===== src/rtl/lfw_pkg.sv =====
// package: constants, states and types of the baseband
package lfw_pkg;
  // ==========
  // clock and timing
  localparam int CLK_HZ      = 50_000_000;   // clk_sys rate
  localparam int CLK_NS      = 20;           // clk_sys period
  localparam int INHIBIT_NS  = 3_740_000;    // agc settle window, least time
  localparam int INHIBIT_CYC = (INHIBIT_NS + CLK_NS - 1) / CLK_NS;
  localparam int HOLD_NS     = 2_000_000;    // gap allowed between pulses
  localparam int HOLD_CYC    = (HOLD_NS + CLK_NS - 1) / CLK_NS;
  localparam int BIT_RATE    = 3900;         // manchester bit rate
  localparam int HALF_CYC    = CLK_HZ / (2 * BIT_RATE); // one chip
  localparam int CNT_W       = 18;           // width of all timers
  localparam int PW_SHIFT    = 8;            // width threshold unit 2^8 cycles

  // ==========
  // register offsets
  localparam int ADDR_W = 5;
  localparam logic [4:0] A_CTRL  = 5'h00;    // mode, filter enable, reinit
  localparam logic [4:0] A_PFCFG = 5'h01;    // pulse_filter_config threshold
  localparam logic [4:0] A_PCFG  = 5'h02;    // pattern_count_length_config
  localparam logic [4:0] A_P0L   = 5'h03;    // pattern0_low_byte
  localparam logic [4:0] A_P0H   = 5'h04;    // pattern0_high_byte
  localparam logic [4:0] A_P1L   = 5'h05;    // pattern1_low_byte
  localparam logic [4:0] A_P1H   = 5'h06;    // pattern1_high_byte
  localparam logic [4:0] A_MASK  = 5'h07;    // wake enable mask
  localparam logic [4:0] A_FLAG  = 5'h08;    // wake_flag_register, w1c
  localparam logic [4:0] A_BWI   = 5'h09;    // buffer_wake_index
  localparam logic [4:0] A_PEND  = 5'h0a;    // buffer_pending_flags
  localparam logic [4:0] A_OVW   = 5'h0b;    // buffer_overwrite_flags
  localparam logic [4:0] A_STAT  = 5'h0c;    // receiver state
  localparam logic [4:0] A_BUF0  = 5'h10;    // rx_buffer_entry_first
  localparam logic [4:0] A_BUF6  = 5'h16;    // rx_buffer_entry_last

  // ==========
  // field positions
  localparam int CTRL_MODE = 0;              // two bits
  localparam int CTRL_PFEN = 2;              // pulse_filter_enable
  localparam int CTRL_INIT = 3;              // fsm_reinit_request
  localparam int CFG_TWO   = 0;              // two patterns in use
  localparam int CFG_LEN16 = 1;              // patterns are 16 bits
  localparam int BWI_EN    = 3;              // buffer wake enable
  localparam int WK_CARR   = 0;              // carrier detected
  localparam int WK_SYNC   = 1;              // sync match
  localparam int WK_PAT    = 2;              // pattern match
  localparam int WK_BUF    = 3;              // byte at chosen index
  localparam int WK_EOM    = 4;              // end of message
  localparam int WK_W      = 5;

  // ==========
  // modes, reset values, fixed patterns
  localparam logic [1:0]  MODE_OFF  = 2'h0;
  localparam logic [1:0]  MODE_CARR = 2'h1;
  localparam logic [1:0]  MODE_TEL  = 2'h2;
  localparam logic [7:0]  RST_BYTE  = 8'h00;
  localparam logic [4:0]  RST_WK    = 5'h00;
  localparam logic [15:0] SYNC_CHIPS = 16'he38d; // four runs of three chips, then 1101
  localparam int BUF_N = 7;

  // ==========
  // receiver states, gray along idle-sync-pattern-data-wait
  typedef enum logic [2:0] {
    ST_IDLE = 3'b000,
    ST_SYNC = 3'b001,
    ST_PAT  = 3'b011,
    ST_DATA = 3'b010,
    ST_WAIT = 3'b110
  } lfw_state_e;

  // register port request
  typedef struct packed {
    logic [4:0] addr;
    logic [7:0] wdata;
    logic       wr;
    logic       rd;
  } lfw_bus_req_s;

  // front end outputs
  typedef struct packed {
    logic carrier;
    logic data;
  } lfw_pins_s;
endpackage : lfw_pkg


===== src/rtl/lfw_baseband.sv =====
// lf wake-up baseband: pulse filter, decoder, buffer, flags
// How it works
// (RQ1) accepts manchester telegrams near 3900 bit/s
// (RQ2) carrier-only mode flags wake on carrier
// (RQ3) telegram mode decodes and wakes on events
// (RQ4) sync, pattern, data events: own flag, mask
// (RQ5) receiver runs except during thermal shutdown
// (RQ6) tx low power: flag only, no resume
// (RQ7) all logic on one slow system clock
// (RQ8) first carrier pulse starts fixed inhibit window
// (RQ9) transmitter supplies enough carrier while inhibited
// (RQ10) hold counter reloads on carrier, counts down
// (RQ11) measure only after inhibit, before hold expiry
// (RQ12) software enables filter after setting threshold
// (RQ13) one or two patterns, 8 or 16 bits
// (RQ14) sync pattern is fixed in hardware
// (RQ15) sync carries deliberate manchester code violations
// (RQ16) bytes fill seven-entry ring, oldest overwritten
// (RQ17) optional wake on write to chosen index
// (RQ18) per-entry overwrite flag on unread rewrite
// (RQ19) per-entry pending flag for unread data
// (RQ20) code violation ends data, raises end-of-message
// (RQ21) reinit request bit clears itself when done
// (RQ22) reading an entry clears its two flags
`timescale 1ns/1ps
module lfw_baseband #(
  parameter int INHIBIT_CYCLES = lfw_pkg::INHIBIT_CYC,
  parameter int HOLD_CYCLES    = lfw_pkg::HOLD_CYC,
  parameter int HALF_CYCLES    = lfw_pkg::HALF_CYC
) (
  // clock and reset
  input  wire logic                  clk_sys,
  input  wire logic                  rst,
  // register port
  input  wire lfw_pkg::lfw_bus_req_s bus_req,
  output logic [7:0]                 rd_data,
  // analog front end
  input  wire lfw_pkg::lfw_pins_s    afe_in,
  // device state
  input  wire logic                  tx_low_power,
  input  wire logic                  thermal_shutdown,
  // wake and status
  output logic                       wake_req,
  output logic                       rx_active
);
  import lfw_pkg::*;

  // ==========================================================
  // register file state
  logic [7:0]            ctrl_ff, nxt_ctrl;     // mode, filter, reinit
  logic [7:0]            pfcfg_ff, nxt_pfcfg;   // width threshold
  logic [1:0]            pcfg_ff, nxt_pcfg;     // pattern count, length
  logic [3:0][7:0]       pat_ff, nxt_pat;       // p0l p0h p1l p1h
  logic [WK_W-1:0]       mask_ff, nxt_mask;     // 1 lets a flag wake
  logic [WK_W-1:0]       flag_ff, nxt_flag;     // sticky wake flags
  logic [3:0]            bwi_ff, nxt_bwi;       // enable and index
  logic [BUF_N-1:0]      pend_ff, nxt_pend;     // unread entries
  logic [BUF_N-1:0]      ovw_ff, nxt_ovw;       // rewritten unread
  logic [BUF_N-1:0][7:0] buf_ff, nxt_buf;       // ring storage
  logic [7:0]            rdata_ff, nxt_rdata;   // read answer
  logic                  wake_ff, nxt_wake;     // resume request
  logic                  act_ff, nxt_act;       // decoder powered

  // ==========================================================
  // decoder state
  lfw_state_e       st_ff, nxt_st;
  logic [CNT_W-1:0] chip_cnt_ff, nxt_chip_cnt;  // chip sample timer
  logic             dq_ff, nxt_dq;              // previous data level
  logic [15:0]      chip_sh_ff, nxt_chip_sh;    // recent chips
  logic             ph_ff, nxt_ph;              // second chip of a bit
  logic [15:0]      bit_sh_ff, nxt_bit_sh;      // decoded bits
  logic [4:0]       bit_cnt_ff, nxt_bit_cnt;
  logic [2:0]       widx_ff, nxt_widx;          // ring write index

  // ==========================================================
  // pulse filter state
  logic             started_ff, nxt_started;    // first pulse seen
  logic             armed_ff, nxt_armed;        // hold not expired
  logic             done_ff, nxt_done;          // one detect per init
  logic             cq_ff, nxt_cq;              // previous carrier
  logic [CNT_W-1:0] inh_ff, nxt_inh;
  logic [CNT_W-1:0] hold_ff, nxt_hold;
  logic [CNT_W-1:0] wid_ff, nxt_wid;

  // ==========================================================
  // cross-group signals
  logic [1:0]      pins_q;      // filtered carrier, data
  logic            carr, din;
  logic [WK_W-1:0] ev_set;      // events from decoder and filter
  logic            byte_stb;    // byte ready for the ring
  logic [7:0]      byte_val;
  logic            reinit;      // reinit acting this cycle
  logic [1:0]      mode;
  logic            chip_stb;
  logic            bit_ok;
  logic            bit_val, carr_ev;
  logic [15:0]     want0, want1, got;

  // buffer address test
  function automatic logic is_buf(input logic [4:0] a);
    is_buf = (a >= A_BUF0) && (a <= A_BUF6);
  endfunction : is_buf

  // ==========================================================
  // pin synchroniser
  lfw_pin_sync #(.N(2)) u_sync (
    .clk_sys (clk_sys),
    .rst     (rst),
    .pin     ({afe_in.carrier, afe_in.data}),
    .q       (pins_q)
  );
  assign carr   = pins_q[1];
  assign din    = pins_q[0];
  assign mode   = ctrl_ff[CTRL_MODE +: 2];
  assign reinit = ctrl_ff[CTRL_INIT];

  // ==========================================================
  // pulse filter: inhibit, hold, width measure
  always_comb begin
    nxt_started   = started_ff;
    nxt_armed     = armed_ff;
    nxt_done      = done_ff;
    nxt_inh       = inh_ff;
    nxt_hold      = hold_ff;
    nxt_wid       = wid_ff;
    nxt_cq        = carr;
    carr_ev       = 1'b0;
    if (thermal_shutdown || reinit || mode != MODE_CARR) begin // RQ5
      // receiver off: restart on next pulse
      nxt_started = 1'b0;
      nxt_armed   = 1'b0;
      nxt_done    = 1'b0;
      nxt_inh     = '0;
      nxt_hold    = '0;
      nxt_wid     = '0;
    end else if (!ctrl_ff[CTRL_PFEN]) begin
      // analog path only: any carrier rise wakes
      if (carr && !cq_ff) begin
        carr_ev = 1'b1; // RQ2
      end
    end else if (!started_ff) begin
      // first pulse opens the inhibit window
      if (carr) begin
        nxt_started = 1'b1;
        nxt_armed   = 1'b1;
        nxt_inh     = CNT_W'(INHIBIT_CYCLES - 1); // RQ8
        nxt_hold    = CNT_W'(HOLD_CYCLES - 1);
      end
    end else begin
      // inhibit runs regardless of carrier; agc settles meanwhile
      nxt_inh = (inh_ff != '0) ? inh_ff - 1'b1 : '0; // RQ8
      if (carr) begin
        nxt_hold = CNT_W'(HOLD_CYCLES - 1); // RQ10
      end else if (hold_ff != '0) begin
        nxt_hold = hold_ff - 1'b1; // RQ10
      end else begin
        nxt_armed = 1'b0; // RQ11
      end
      // width counts only in a live, settled pulse
      if (!carr) begin
        nxt_wid = '0;
      end else if (inh_ff == '0 && armed_ff && !done_ff) begin // RQ11
        nxt_wid = wid_ff + 1'b1;
        if (wid_ff >= (CNT_W'(pfcfg_ff) << PW_SHIFT)) begin
          carr_ev  = 1'b1;
          nxt_done = 1'b1;
        end
      end
    end
  end

  // pulse filter registers
  always_ff @(posedge clk_sys) begin // RQ7
    if (rst) begin
      started_ff <= 1'b0;
      armed_ff   <= 1'b0;
      done_ff    <= 1'b0;
      cq_ff      <= 1'b0;
      inh_ff     <= '0;
      hold_ff    <= '0;
      wid_ff     <= '0;
    end else begin
      started_ff <= nxt_started;
      armed_ff   <= nxt_armed;
      done_ff    <= nxt_done;
      cq_ff      <= nxt_cq;
      inh_ff     <= nxt_inh;
      hold_ff    <= nxt_hold;
      wid_ff     <= nxt_wid;
    end
  end

  // ==========================================================
  // decoder: chip timing, sync, pattern, data
  always_comb begin
    nxt_st       = st_ff;
    nxt_chip_cnt = chip_cnt_ff;
    nxt_dq       = din;
    nxt_chip_sh  = chip_sh_ff;
    nxt_ph       = ph_ff;
    nxt_bit_sh   = bit_sh_ff;
    nxt_bit_cnt  = bit_cnt_ff;
    nxt_widx     = widx_ff;
    byte_stb     = 1'b0;
    byte_val     = bit_sh_ff[7:0];
    bit_ok       = 1'b0;
    bit_val      = 1'b0;
    got          = '0;
    ev_set       = WK_W'(carr_ev) << WK_CARR;
    // edges re-centre the sampler mid-chip
    chip_stb = (din == dq_ff) && (chip_cnt_ff == '0); // RQ1
    if (din != dq_ff) begin
      nxt_chip_cnt = CNT_W'(HALF_CYCLES / 2);
    end else if (chip_cnt_ff == '0) begin
      nxt_chip_cnt = CNT_W'(HALF_CYCLES - 1);
    end else begin
      nxt_chip_cnt = chip_cnt_ff - 1'b1;
    end
    if (chip_stb) begin
      nxt_chip_sh = {chip_sh_ff[14:0], din};
    end
    // chip pair 10 is one, 01 is zero, else a violation
    bit_ok  = chip_stb && ph_ff && (chip_sh_ff[0] != din);
    bit_val = chip_sh_ff[0];
    want0   = pcfg_ff[CFG_LEN16] ? {pat_ff[1], pat_ff[0]} : {8'h00, pat_ff[0]};
    want1   = pcfg_ff[CFG_LEN16] ? {pat_ff[3], pat_ff[2]} : {8'h00, pat_ff[2]};
    if (thermal_shutdown || reinit || mode != MODE_TEL) begin // RQ5
      nxt_st      = ST_IDLE;
      nxt_ph      = 1'b0;
      nxt_bit_cnt = '0;
      nxt_widx    = '0;
    end else begin
      case (st_ff)
        ST_IDLE: begin
          nxt_st = ST_SYNC; // RQ3
        end
        ST_SYNC: begin
          // fixed chip string, not a software pattern
          if (chip_stb && nxt_chip_sh == SYNC_CHIPS) begin // RQ14 RQ15
            ev_set[WK_SYNC] = 1'b1; // RQ4
            nxt_st          = ST_PAT;
            nxt_ph          = 1'b0;
            nxt_bit_cnt     = '0;
          end
        end
        ST_PAT, ST_DATA: begin
          if (chip_stb) begin
            nxt_ph = !ph_ff;
          end
          if (chip_stb && ph_ff && !bit_ok) begin
            // violation ends the telegram
            nxt_st = ST_SYNC;
            if (st_ff == ST_DATA) begin
              ev_set[WK_EOM] = 1'b1; // RQ20
              nxt_st = mask_ff[WK_EOM] ? ST_WAIT : ST_SYNC; // RQ20
            end
          end else if (bit_ok) begin
            nxt_bit_sh  = {bit_sh_ff[14:0], bit_val};
            nxt_bit_cnt = bit_cnt_ff + 1'b1;
            got = pcfg_ff[CFG_LEN16] ? nxt_bit_sh : {8'h00, nxt_bit_sh[7:0]};
            if (st_ff == ST_PAT) begin
              if (nxt_bit_cnt == (pcfg_ff[CFG_LEN16] ? 5'h10 : 5'h08)) begin
                nxt_bit_cnt = '0;
                nxt_st      = ST_SYNC;
                if (got == want0 || (pcfg_ff[CFG_TWO] && got == want1)) begin // RQ13
                  ev_set[WK_PAT] = 1'b1; // RQ4
                  nxt_st         = ST_DATA;
                end
              end
            end else if (nxt_bit_cnt == 5'h08) begin
              // full byte into the ring
              byte_stb    = 1'b1; // RQ16
              byte_val    = nxt_bit_sh[7:0];
              nxt_bit_cnt = '0;
              nxt_widx    = (widx_ff == 3'(BUF_N - 1)) ? 3'h0 : widx_ff + 1'b1; // RQ16
              if (bwi_ff[BWI_EN] && bwi_ff[2:0] == widx_ff) begin
                ev_set[WK_BUF] = 1'b1; // RQ17
              end
            end
          end
        end
        ST_WAIT: begin
          // parked until software asks for reinit
          nxt_st = ST_WAIT;
        end
        default: begin
          nxt_st = ST_IDLE;
        end
      endcase
    end
  end

  // decoder registers
  always_ff @(posedge clk_sys) begin
    if (rst) begin
      st_ff       <= ST_IDLE;
      chip_cnt_ff <= '0;
      dq_ff       <= 1'b0;
      chip_sh_ff  <= '0;
      ph_ff       <= 1'b0;
      bit_sh_ff   <= '0;
      bit_cnt_ff  <= '0;
      widx_ff     <= '0;
    end else begin
      st_ff       <= nxt_st;
      chip_cnt_ff <= nxt_chip_cnt;
      dq_ff       <= nxt_dq;
      chip_sh_ff  <= nxt_chip_sh;
      ph_ff       <= nxt_ph;
      bit_sh_ff   <= nxt_bit_sh;
      bit_cnt_ff  <= nxt_bit_cnt;
      widx_ff     <= nxt_widx;
    end
  end

  // ==========================================================
  // register file: writes, reads, flags, ring storage
  always_comb begin
    nxt_ctrl  = ctrl_ff;
    nxt_pfcfg = pfcfg_ff;
    nxt_pcfg  = pcfg_ff;
    nxt_pat   = pat_ff;
    nxt_mask  = mask_ff;
    nxt_bwi   = bwi_ff;
    nxt_buf   = buf_ff;
    nxt_rdata = 8'h00;
    nxt_flag  = flag_ff;
    nxt_pend  = pend_ff;
    nxt_ovw   = ovw_ff;
    // reinit lasts one cycle; a fresh write wins
    nxt_ctrl[CTRL_INIT] = 1'b0; // RQ21
    if (bus_req.wr) begin
      case (bus_req.addr)
        A_CTRL:  nxt_ctrl  = bus_req.wdata;
        A_PFCFG: nxt_pfcfg = bus_req.wdata; // RQ12
        A_PCFG:  nxt_pcfg  = bus_req.wdata[1:0];
        A_P0L:   nxt_pat[0] = bus_req.wdata;
        A_P0H:   nxt_pat[1] = bus_req.wdata;
        A_P1L:   nxt_pat[2] = bus_req.wdata;
        A_P1H:   nxt_pat[3] = bus_req.wdata;
        A_MASK:  nxt_mask  = bus_req.wdata[WK_W-1:0];
        A_FLAG:  nxt_flag  = flag_ff & ~bus_req.wdata[WK_W-1:0];
        A_BWI:   nxt_bwi   = bus_req.wdata[3:0];
        default: nxt_ctrl  = nxt_ctrl; // others ignored
      endcase
    end
    if (bus_req.rd) begin
      case (bus_req.addr)
        A_CTRL:  nxt_rdata = ctrl_ff;
        A_PFCFG: nxt_rdata = pfcfg_ff;
        A_PCFG:  nxt_rdata = {6'h00, pcfg_ff};
        A_P0L:   nxt_rdata = pat_ff[0];
        A_P0H:   nxt_rdata = pat_ff[1];
        A_P1L:   nxt_rdata = pat_ff[2];
        A_P1H:   nxt_rdata = pat_ff[3];
        A_MASK:  nxt_rdata = {3'h0, mask_ff};
        A_FLAG:  nxt_rdata = {3'h0, flag_ff};
        A_BWI:   nxt_rdata = {4'h0, bwi_ff};
        A_PEND:  nxt_rdata = {1'b0, pend_ff}; // RQ19
        A_OVW:   nxt_rdata = {1'b0, ovw_ff}; // RQ18
        A_STAT:  nxt_rdata = {2'h0, widx_ff, st_ff};
        default: nxt_rdata = 8'h00;
      endcase
      if (is_buf(bus_req.addr)) begin
        // reading consumes the entry
        nxt_rdata = buf_ff[3'(bus_req.addr - A_BUF0)];
        nxt_pend[3'(bus_req.addr - A_BUF0)] = 1'b0; // RQ22
        nxt_ovw[3'(bus_req.addr - A_BUF0)]  = 1'b0; // RQ22
      end
    end
    // hardware sets win over software clears
    if (byte_stb) begin
      nxt_buf[widx_ff]  = byte_val; // RQ16
      nxt_pend[widx_ff] = 1'b1; // RQ19
      nxt_ovw[widx_ff]  = ovw_ff[widx_ff] | pend_ff[widx_ff]; // RQ18
    end
    nxt_flag = nxt_flag | ev_set; // RQ4
    // in tx low power events are only recorded
    nxt_wake = (|(flag_ff & mask_ff)) && !tx_low_power; // RQ6
    nxt_act  = (mode == MODE_TEL) && !thermal_shutdown; // RQ3
  end

  // register file registers
  always_ff @(posedge clk_sys) begin
    if (rst) begin
      ctrl_ff  <= RST_BYTE;
      pfcfg_ff <= RST_BYTE;
      pcfg_ff  <= 2'h0;
      pat_ff   <= '0;
      mask_ff  <= RST_WK;
      flag_ff  <= RST_WK;
      bwi_ff   <= 4'h0;
      pend_ff  <= '0;
      ovw_ff   <= '0;
      buf_ff   <= '0;
      rdata_ff <= RST_BYTE;
      wake_ff  <= 1'b0;
      act_ff   <= 1'b0;
    end else begin
      ctrl_ff  <= nxt_ctrl;
      pfcfg_ff <= nxt_pfcfg;
      pcfg_ff  <= nxt_pcfg;
      pat_ff   <= nxt_pat;
      mask_ff  <= nxt_mask;
      flag_ff  <= nxt_flag;
      bwi_ff   <= nxt_bwi;
      pend_ff  <= nxt_pend;
      ovw_ff   <= nxt_ovw;
      buf_ff   <= nxt_buf;
      rdata_ff <= nxt_rdata;
      wake_ff  <= nxt_wake;
      act_ff   <= nxt_act;
    end
  end

  // outputs straight from flip-flops
  assign rd_data   = rdata_ff;
  assign wake_req  = wake_ff;
  assign rx_active = act_ff;
endmodule : lfw_baseband


===== src/rtl/lfw_pin_sync.sv =====
// three-stage pin synchroniser with agreement filter
`timescale 1ns/1ps
module lfw_pin_sync #(
  parameter int N = 2
) (
  // clock and reset
  input  wire logic         clk_sys,
  input  wire logic         rst,
  // raw pins and filtered levels
  input  wire logic [N-1:0] pin,
  output logic      [N-1:0] q
);
  // ==========
  // stages per pin
  logic [N-1:0] s1_ff;      // metastable stage, read only by s2
  logic [N-1:0] s2_ff;
  logic [N-1:0] s3_ff;
  logic [N-1:0] q_ff;       // accepted level
  logic [N-1:0] nxt_q;

  genvar g;
  generate
    for (g = 0; g < N; g++) begin : g_pin
      // accept once stages two and three agree
      always_comb begin
        nxt_q[g] = (s2_ff[g] == s3_ff[g]) ? s3_ff[g] : q_ff[g];
      end
      // register stages
      always_ff @(posedge clk_sys) begin
        if (rst) begin
          s1_ff[g] <= 1'b0;
          s2_ff[g] <= 1'b0;
          s3_ff[g] <= 1'b0;
          q_ff[g]  <= 1'b0;
        end else begin
          s1_ff[g] <= pin[g];
          s2_ff[g] <= s1_ff[g];
          s3_ff[g] <= s2_ff[g];
          q_ff[g]  <= nxt_q[g];
        end
      end
    end
  endgenerate

  assign q = q_ff;
endmodule : lfw_pin_sync


===== config.mk =====
export PLATFORM = sky130hd
export DESIGN_NAME = lfw_baseband
export DESIGN_NICKNAME = d
export VERILOG_FILES = /design/src/rtl/lfw_pkg.sv /design/src/rtl/lfw_baseband.sv /design/src/rtl/lfw_pin_sync.sv
export SDC_FILE = /design/constraint.sdc
export NUM_CORES = 1
export LEC_CHECK = 0
export ABC_AREA = 1
export BUFFER_PORTS_ARGS = -buffer_cell sky130_fd_sc_hd__buf_2
export CAP_MARGIN = 5
export CORE_AREA = 4 4 148 150
export CTS_CLUSTER_SIZE = 40
export DETAILED_ROUTE_END_ITERATION = 16
export DIE_AREA = 0 0 152 154
export PLACE_DENSITY_LB_ADDON = 0.15
export SLEW_MARGIN = 20
export SYNTH_ARGS = -nofsm -noshare
export SYNTH_HDL_FRONTEND = slang
export SYNTH_HIERARCHICAL = 1
export SYNTH_SLANG_ARGS = --single-unit

===== constraint.sdc =====
create_clock -name clk_sys -period 4.5 [get_ports clk_sys]
set_input_delay 0.9 -clock clk_sys [delete_from_list [all_inputs] [get_ports clk_sys]]
set_output_delay 0.9 -clock clk_sys [all_outputs]
set_load 0.005 [all_outputs]

### Word-level counts from Yosys, hierarchy flattened

Cells that the tools add are included.
Widths: inputs -> output; s select.

* bitwise operators: 15
* reduce and logical (&&, ||, !) cells: 61
* add/subtract/negate cells: 7
* $lt $le $gt $ge: 7
* muxes and demuxes: 99
* shifts and indexed selects: 0
* $mul: 0
* eq/ne operators: 41
* div/mod/pow operators: 0

Operator list (number)
* $mux 18: 9
* $pmux 8 s13: 1
* $mux 8: 9
* $mux 16: 4
* $bwmux 56: 1
* $sub 18x1->18 const B: 3
* $mux 5: 9
* $mux 7: 6
* $logic_not 18->1: 2
* $reduce_bool 18->1: 2
* $mux 1: 35
* $eq 16x16->1: 2
* $eq 5x4->1 const B: 6
* $mux 3: 9
* $bmux 8 s3: 1
* $demux 8 s3: 1
* $eq 5x3->1 const B: 4
* $reduce_and 2->1: 10
* $add 18x1->18 const B: 1
* $ge 18x16->1: 1
* $eq 16x16->1 const B: 1
* $reduce_and 4->1: 4
* $logic_and 1x1->1: 15
* $and 7x7->7: 2
* other kinds (47): 92

* bits in latches: 0
* word-level logic and storage cells: 278
* memory bits (read-only): 0
* RAM bits: 0
* memories kept: 0
* flip-flop bits (word level): 272

### Longest topological paths before layout

* depth in word-level cells: 12
* gate-level depth with buffers: 19

### Cells and area by module

Netlist, hierarchy kept.

By module, submodules not included
* lfw_baseband: area each 12998.7 um2, times used 1, cells an instance 1806, seq. area each 5265.0 um2
* lfw_pin_sync: area each 236.5 um2, times used 1, cells an instance 27, seq. area each 160.2 um2

### Worst setup path after synthesis

Ideal clock, no wire load.

* path kind: input-to-reg
* start point: input bus_req[11] in the netlist's numbering
* end point: register rdata_ff[3] (netlist: rd_data[3])
* slack: 2.043 ns
* library setup time: 0.074 ns
* data arrival time: 2.383 ns
* buffers on the path: 2
* cell stages on the path: 11
* path through: clkbuf_1 > nor2_2 > inv_1 > nor2_1 > inv_1 > nor2_1 > clkbuf_1 > nand2_1 > o2111ai_1 > nor3_1 > a31oi_1

* word-level cells in the longest chain between the ends: 4

Ends and longest elaborated chain
* start, declared: RTL line lfw_baseband.sv:35 `input wire lfw_pkg::lfw_bus_req_s bus_req,`
* $sub 3x1->3: RTL line lfw_baseband.sv:366 `nxt_rdata = buf_ff[3'(bus_req.addr - A_BUF0)];`
* $bmux 8 s3: RTL line lfw_baseband.sv:366
* $mux 8 (implied by the code): RTL line lfw_baseband.sv:366
* $mux 8 *: RTL line lfw_baseband.sv:364 `if (is_buf(bus_req.addr)) begin`
* end signal, assigned: RTL line lfw_baseband.sv:410 `rdata_ff <= nxt_rdata;`
* end, declared: RTL line lfw_baseband.sv:60 `logic [7:0] rdata_ff, nxt_rdata;`

Mark *: on every way between the ends. The rest lies on a longest branch, timed or not. The select of a mux whose other input is x is not followed.
A chain may end at the register's enable or synchronous reset.

### Worst setup path in the final report

* start point: register u_sync.q_ff[0] (netlist: u_sync/q[0])
* end point: register bit_sh_ff[10]

* word-level cells in the longest chain between the ends: 8

Ends and longest elaborated chain
* start, declared: RTL line lfw_pin_sync.sv:18 `logic [N-1:0] q_ff;`
* start signal, assigned by index: RTL line lfw_pin_sync.sv:39 `q_ff[g] <= nxt_q[g];`
* $eq 1x1->1: RTL line lfw_baseband.sv:211 `chip_stb = (din == dq_ff) && (chip_cnt_ff == '0);`
* $logic_and 1x1->1: RTL line lfw_baseband.sv:211
* $logic_and 1x1->1: RTL line lfw_baseband.sv:223, lfw_baseband.sv:250
* $logic_and 1x1->1: RTL line lfw_baseband.sv:223 `bit_ok = chip_stb && ph_ff && (chip_sh_ff[0] != din);`
* $logic_not 1->1: RTL line lfw_baseband.sv:250 `if (chip_stb && ph_ff && !bit_ok) begin`
* $logic_and 1x1->1: RTL line lfw_baseband.sv:250
* $not 1->1 (no source line)
* $reduce_and 4->1 (no source line) *
* end signal, assigned: RTL line lfw_baseband.sv:310 `bit_sh_ff <= nxt_bit_sh;`
* end, declared: RTL line lfw_baseband.sv:71 `logic [15:0] bit_sh_ff, nxt_bit_sh;`

Mark *: on every way between the ends. The rest lies on a longest branch, timed or not.

==> summary.md <==
| Metric | Value |
|---|---|
| Post-synthesis instance total | 1833 |
| Final Power | ~6.0 mW |
| Leakage | approximately 5.7 nW |
| Worst Path Arrival | 3.60 ns |
| Number of flops mapped to enable cells by yosys | 0 |
| Sequential share of the synthesized area | 0.410 |
| Routed WL | about 35000 um |
| Post-cts repair resize count | 0 |
| Final slew viol count | 0 |
| Initial Util | 0.640 |
| First-pass GRT wire length | between 50000 and 60000 um |
| Hpwl dp | around 25000 um |
| Number of antenna violations at the first check in global routing | 0 |
| Crit path kind | flip-flop to flip-flop |
| Hold Path End | u_sync/s2_ff[1]$_SDFF_PP0_ |
| Final instance area | approximately 14000 um^2 |
| CTS tree | done |
| Post-Place Cells | about 2100 |
| Seq cells post-synth | roughly 270 |
| Vias post-DR | ~13000 |
| RSZ-0062 raised after global routing | no |
| Synth Cell Area | between 10000 and 15000 um^2 |
| Largest net degree at the start of global routing | 90 |
| Ant. Diodes | 0 |
| Clock Latency Late Sink | about 0.55 ns |
| Vias in the first global route | ~11000 |
| Area post-placement | between 10000 and 15000 um^2 |
| CTS H-Tree Depth | 1 |
| Cell taking the most area after synthesis | dfxtp_1 |
| Setup bufs post-CTS | 0 |
| R2r endpoint | bit_sh_ff[10]$_SDFFE_PP0P_ |
| Max cap viols | 0 |
| Reg-to-reg startpoint | u_sync/q[0]$_SDFFE_PP0N_ |
| Die Area | 23400 um^2 |
| Crit Path Max Fanout | 26 |
| Pre-CTS setup slack | about 1.3 ns |
| Clock Skew | between 0.009 and 0.01 ns |
| Final period utilization | 0.713 |
| DR WL/cell | 16.6 um |
| Drt pass-1 iters | 5 |
| Period minus WS final | approximately 3.2 ns |
| Post-synthesis cell type count | 59 |
| Area Growth Syn to Fin | 9.15% |
| Reg2Reg Depth | 9 |
| Worst hold path class | flip-flop to flip-flop |
| Achievable Freq | a little over 0.3 GHz |
| Port Buffers | 30 |
| Worst Max-Slew Pin Slew | 0.926 ns |
| Final Hold Fails | 0 |
| Die height | 154 um |
| Synth top area share | 0.410 |
| GRT Overall Usage | 0.291 |
| Hold Buf Count CTS | 0 |
| Final Non-Filler Cells | 2136 |
| Worst Setup End Kind | flip-flop |
| Slowest CP cell | nand2_1 |
| GRT overflow | 0 |
| I/O pins | 31 |
| Nets@finish | 1875 |
| TritonCTS Buffers | 29 |
| Routed vias/inst | ~6 |
| Layout cell share with drive strength beyond 1 | 0.0752 |
| Worst Path Required | ~5 ns |
| Hold_sp | u_sync/s1_ff[1]$_SDFF_PP0_ |
| Die Wd | 152 um |
| CP Cell Sequence | or2_1, nand2_1, nand3_4, inv_2, nand2_1, nor3_2, nand2_1, o21ai_0, a21oi_1 |
| Commonest cells post-synth | nand2_1 (308), dfxtp_1 (271), inv_1 (212), a21oi_1 (199), nor2_1 (191) |
| R2r setup slk | 1.29 ns |
| Cell area power density | 416 nW/um^2 |
| Final Hold Slack | 0.403 ns |
| Worst VDD drop | ~0.00043 V |
| Fin Setup TNS | 0 ns |
| Sink Count | 271 |
| Final Util | 0.698 |
| Antenna-violating nets left | 0 |
| Synth Net Count | between 1500 and 2000 |
| Initial DRC Count | 1104 |
| Synth area leaders | dfxtp_1 (41%), nand2_1 (8.7%), a21oi_1 (7.5%) |
| Fin worst setup slack | 1.29 ns |
| Synth warnings | 6 |
| DRC Markers | 0 |
| Clock buffer depth | 3 |
| Worst path buffer plus inverter count | 1 |
| Ys async rst share | 0 |
| WHS Path Cells | 2 |
| Outcome | finished, final reports clean |
| GPL Wtd Cong | slightly below 1 |
| Core box area | slightly above 20000 um^2 |
| Row count | 53 |
| Setup violations, final | 0 |
| Crit-path leading delay family | simple AND/OR/NAND/NOR gates |
| Syn Area/Cell | approximately 7.2 um^2 |
| Worst path max stage delay | between 0.5 and 0.6 ns |
| Clock transition at path regs | 0.06 ns |
| Top-count cell post-synth | nand2_1 |
| Clk root buf | clkbuf_16 |
| Primary FF master, synth | dfxtp_1 |
| Max-slew headroom | 0.382 |
| Critical Path Start Type | flip-flop |
| Crit path top cell by count | nand2_1 |
-- kinds of logic (layout without fill, tap and decap cells) --
| kind of cell | Yosys count | after routing | synth area share |
|---|---|---|---|
| AOI/OAI and AO/OA | 500 | 500 | 0.215 |
| xor gates and xnor gates | 49 | 49 | 0.0324 |
| adders and majority gates | 16 | 16 | 0.0151 |
| buffers and inverters | 281 | 309 | 0.0839 |
| DFF | 271 | 271 | 0.410 |
| and+or+nand+nor | 716 | 716 | 0.243 |
-- layout by cell type, fill, tap and decap left out, drive strengths merged, types with 8 or more instances in the layout --
cell,instances
a211oi,15
a21oi,202
a221oi,10
a22oi,21
a31oi,18
buf,37
clkbuf,40
clkinv,11
dfxtp,271
ha,16
inv,219
nand2,314
nand3,105
nand4,36
nor2,209
nor3,30
nor4,10
o2111ai,8
o21ai,181
o22ai,15
xnor2,24
xor2,25
-- worst max path at each step --
stage	startpoint	endpoint	slack, ns	depth (start not counted)
4_1_cts	chip_cnt_ff[0]$_SDFF_PP0_	bit_sh_ff[10]$_SDFFE_PP0P_	1.39	13
3_5_place_dp	bus_req[11]	ctrl_ff[1]$_SDFFE_PP0P_	1.25	9
6_report	u_sync/q[0]$_SDFFE_PP0N_	bit_sh_ff[10]$_SDFFE_PP0P_	1.29	9
3_3_place_gp	bus_req[11]	ctrl_ff[7]$_SDFFE_PP0P_	1.40	9
2_1_floorplan	bus_req[11]	rd_data[3]$_SDFF_PP0_	2.04	11
5_1_grt	chip_cnt_ff[0]$_SDFF_PP0_	bit_sh_ff[10]$_SDFFE_PP0P_	1.08	13
-- state kept, by name, indices dropped and copies added, names as in the netlist, 8 cells and up --
name,count
bit_sh_ff,15
buf_ff,56
chip_cnt_ff,18
chip_sh_ff,15
ctrl_ff,8
hold_ff,18
inh_ff,18
pat_ff,32
pfcfg_ff,8
rd_data,8
wid_ff,18
-- where the power goes --
part / leakage (nW) / switching (mW) / internal, mW
registers: 2.19 / 0.109 / 2.52
clock network: 0.480 / 0.999 / 1.39
logic: 3.08 / 0.668 / 0.322
total: 5.74 / 1.78 / 4.23
-- routing by layer --
layer	part of all wire	routed length, um	vias up	global-route usage
met1	0.43	15300	5819	0.402
met5	0	0	-	0
met3	0.085	3000	85	0.0526
met2	0.45	15900	528	0.460
met4	0.032	1130	0	0.102
li1	-	-	6193	-
-- final cells by class --
type / instances / area, um^2
inverter: 218 / 818
multi-input combinational: 1281 / 6700
timing repair buffer: 37 / 203
fill: 1802 / 6240
tap: 275 / 344
sequential: 271 / 5430
clock inverter: 14 / 139
clock buffer: 40 / 817
-- tightest hold or removal path, stage by stage, from the launching register on --
cell and delay, ns:
dfxtp_1 0.29, inv_1 0.04, nor2_1 0.03
Note: power is estimated with default switching activity, not from simulation.
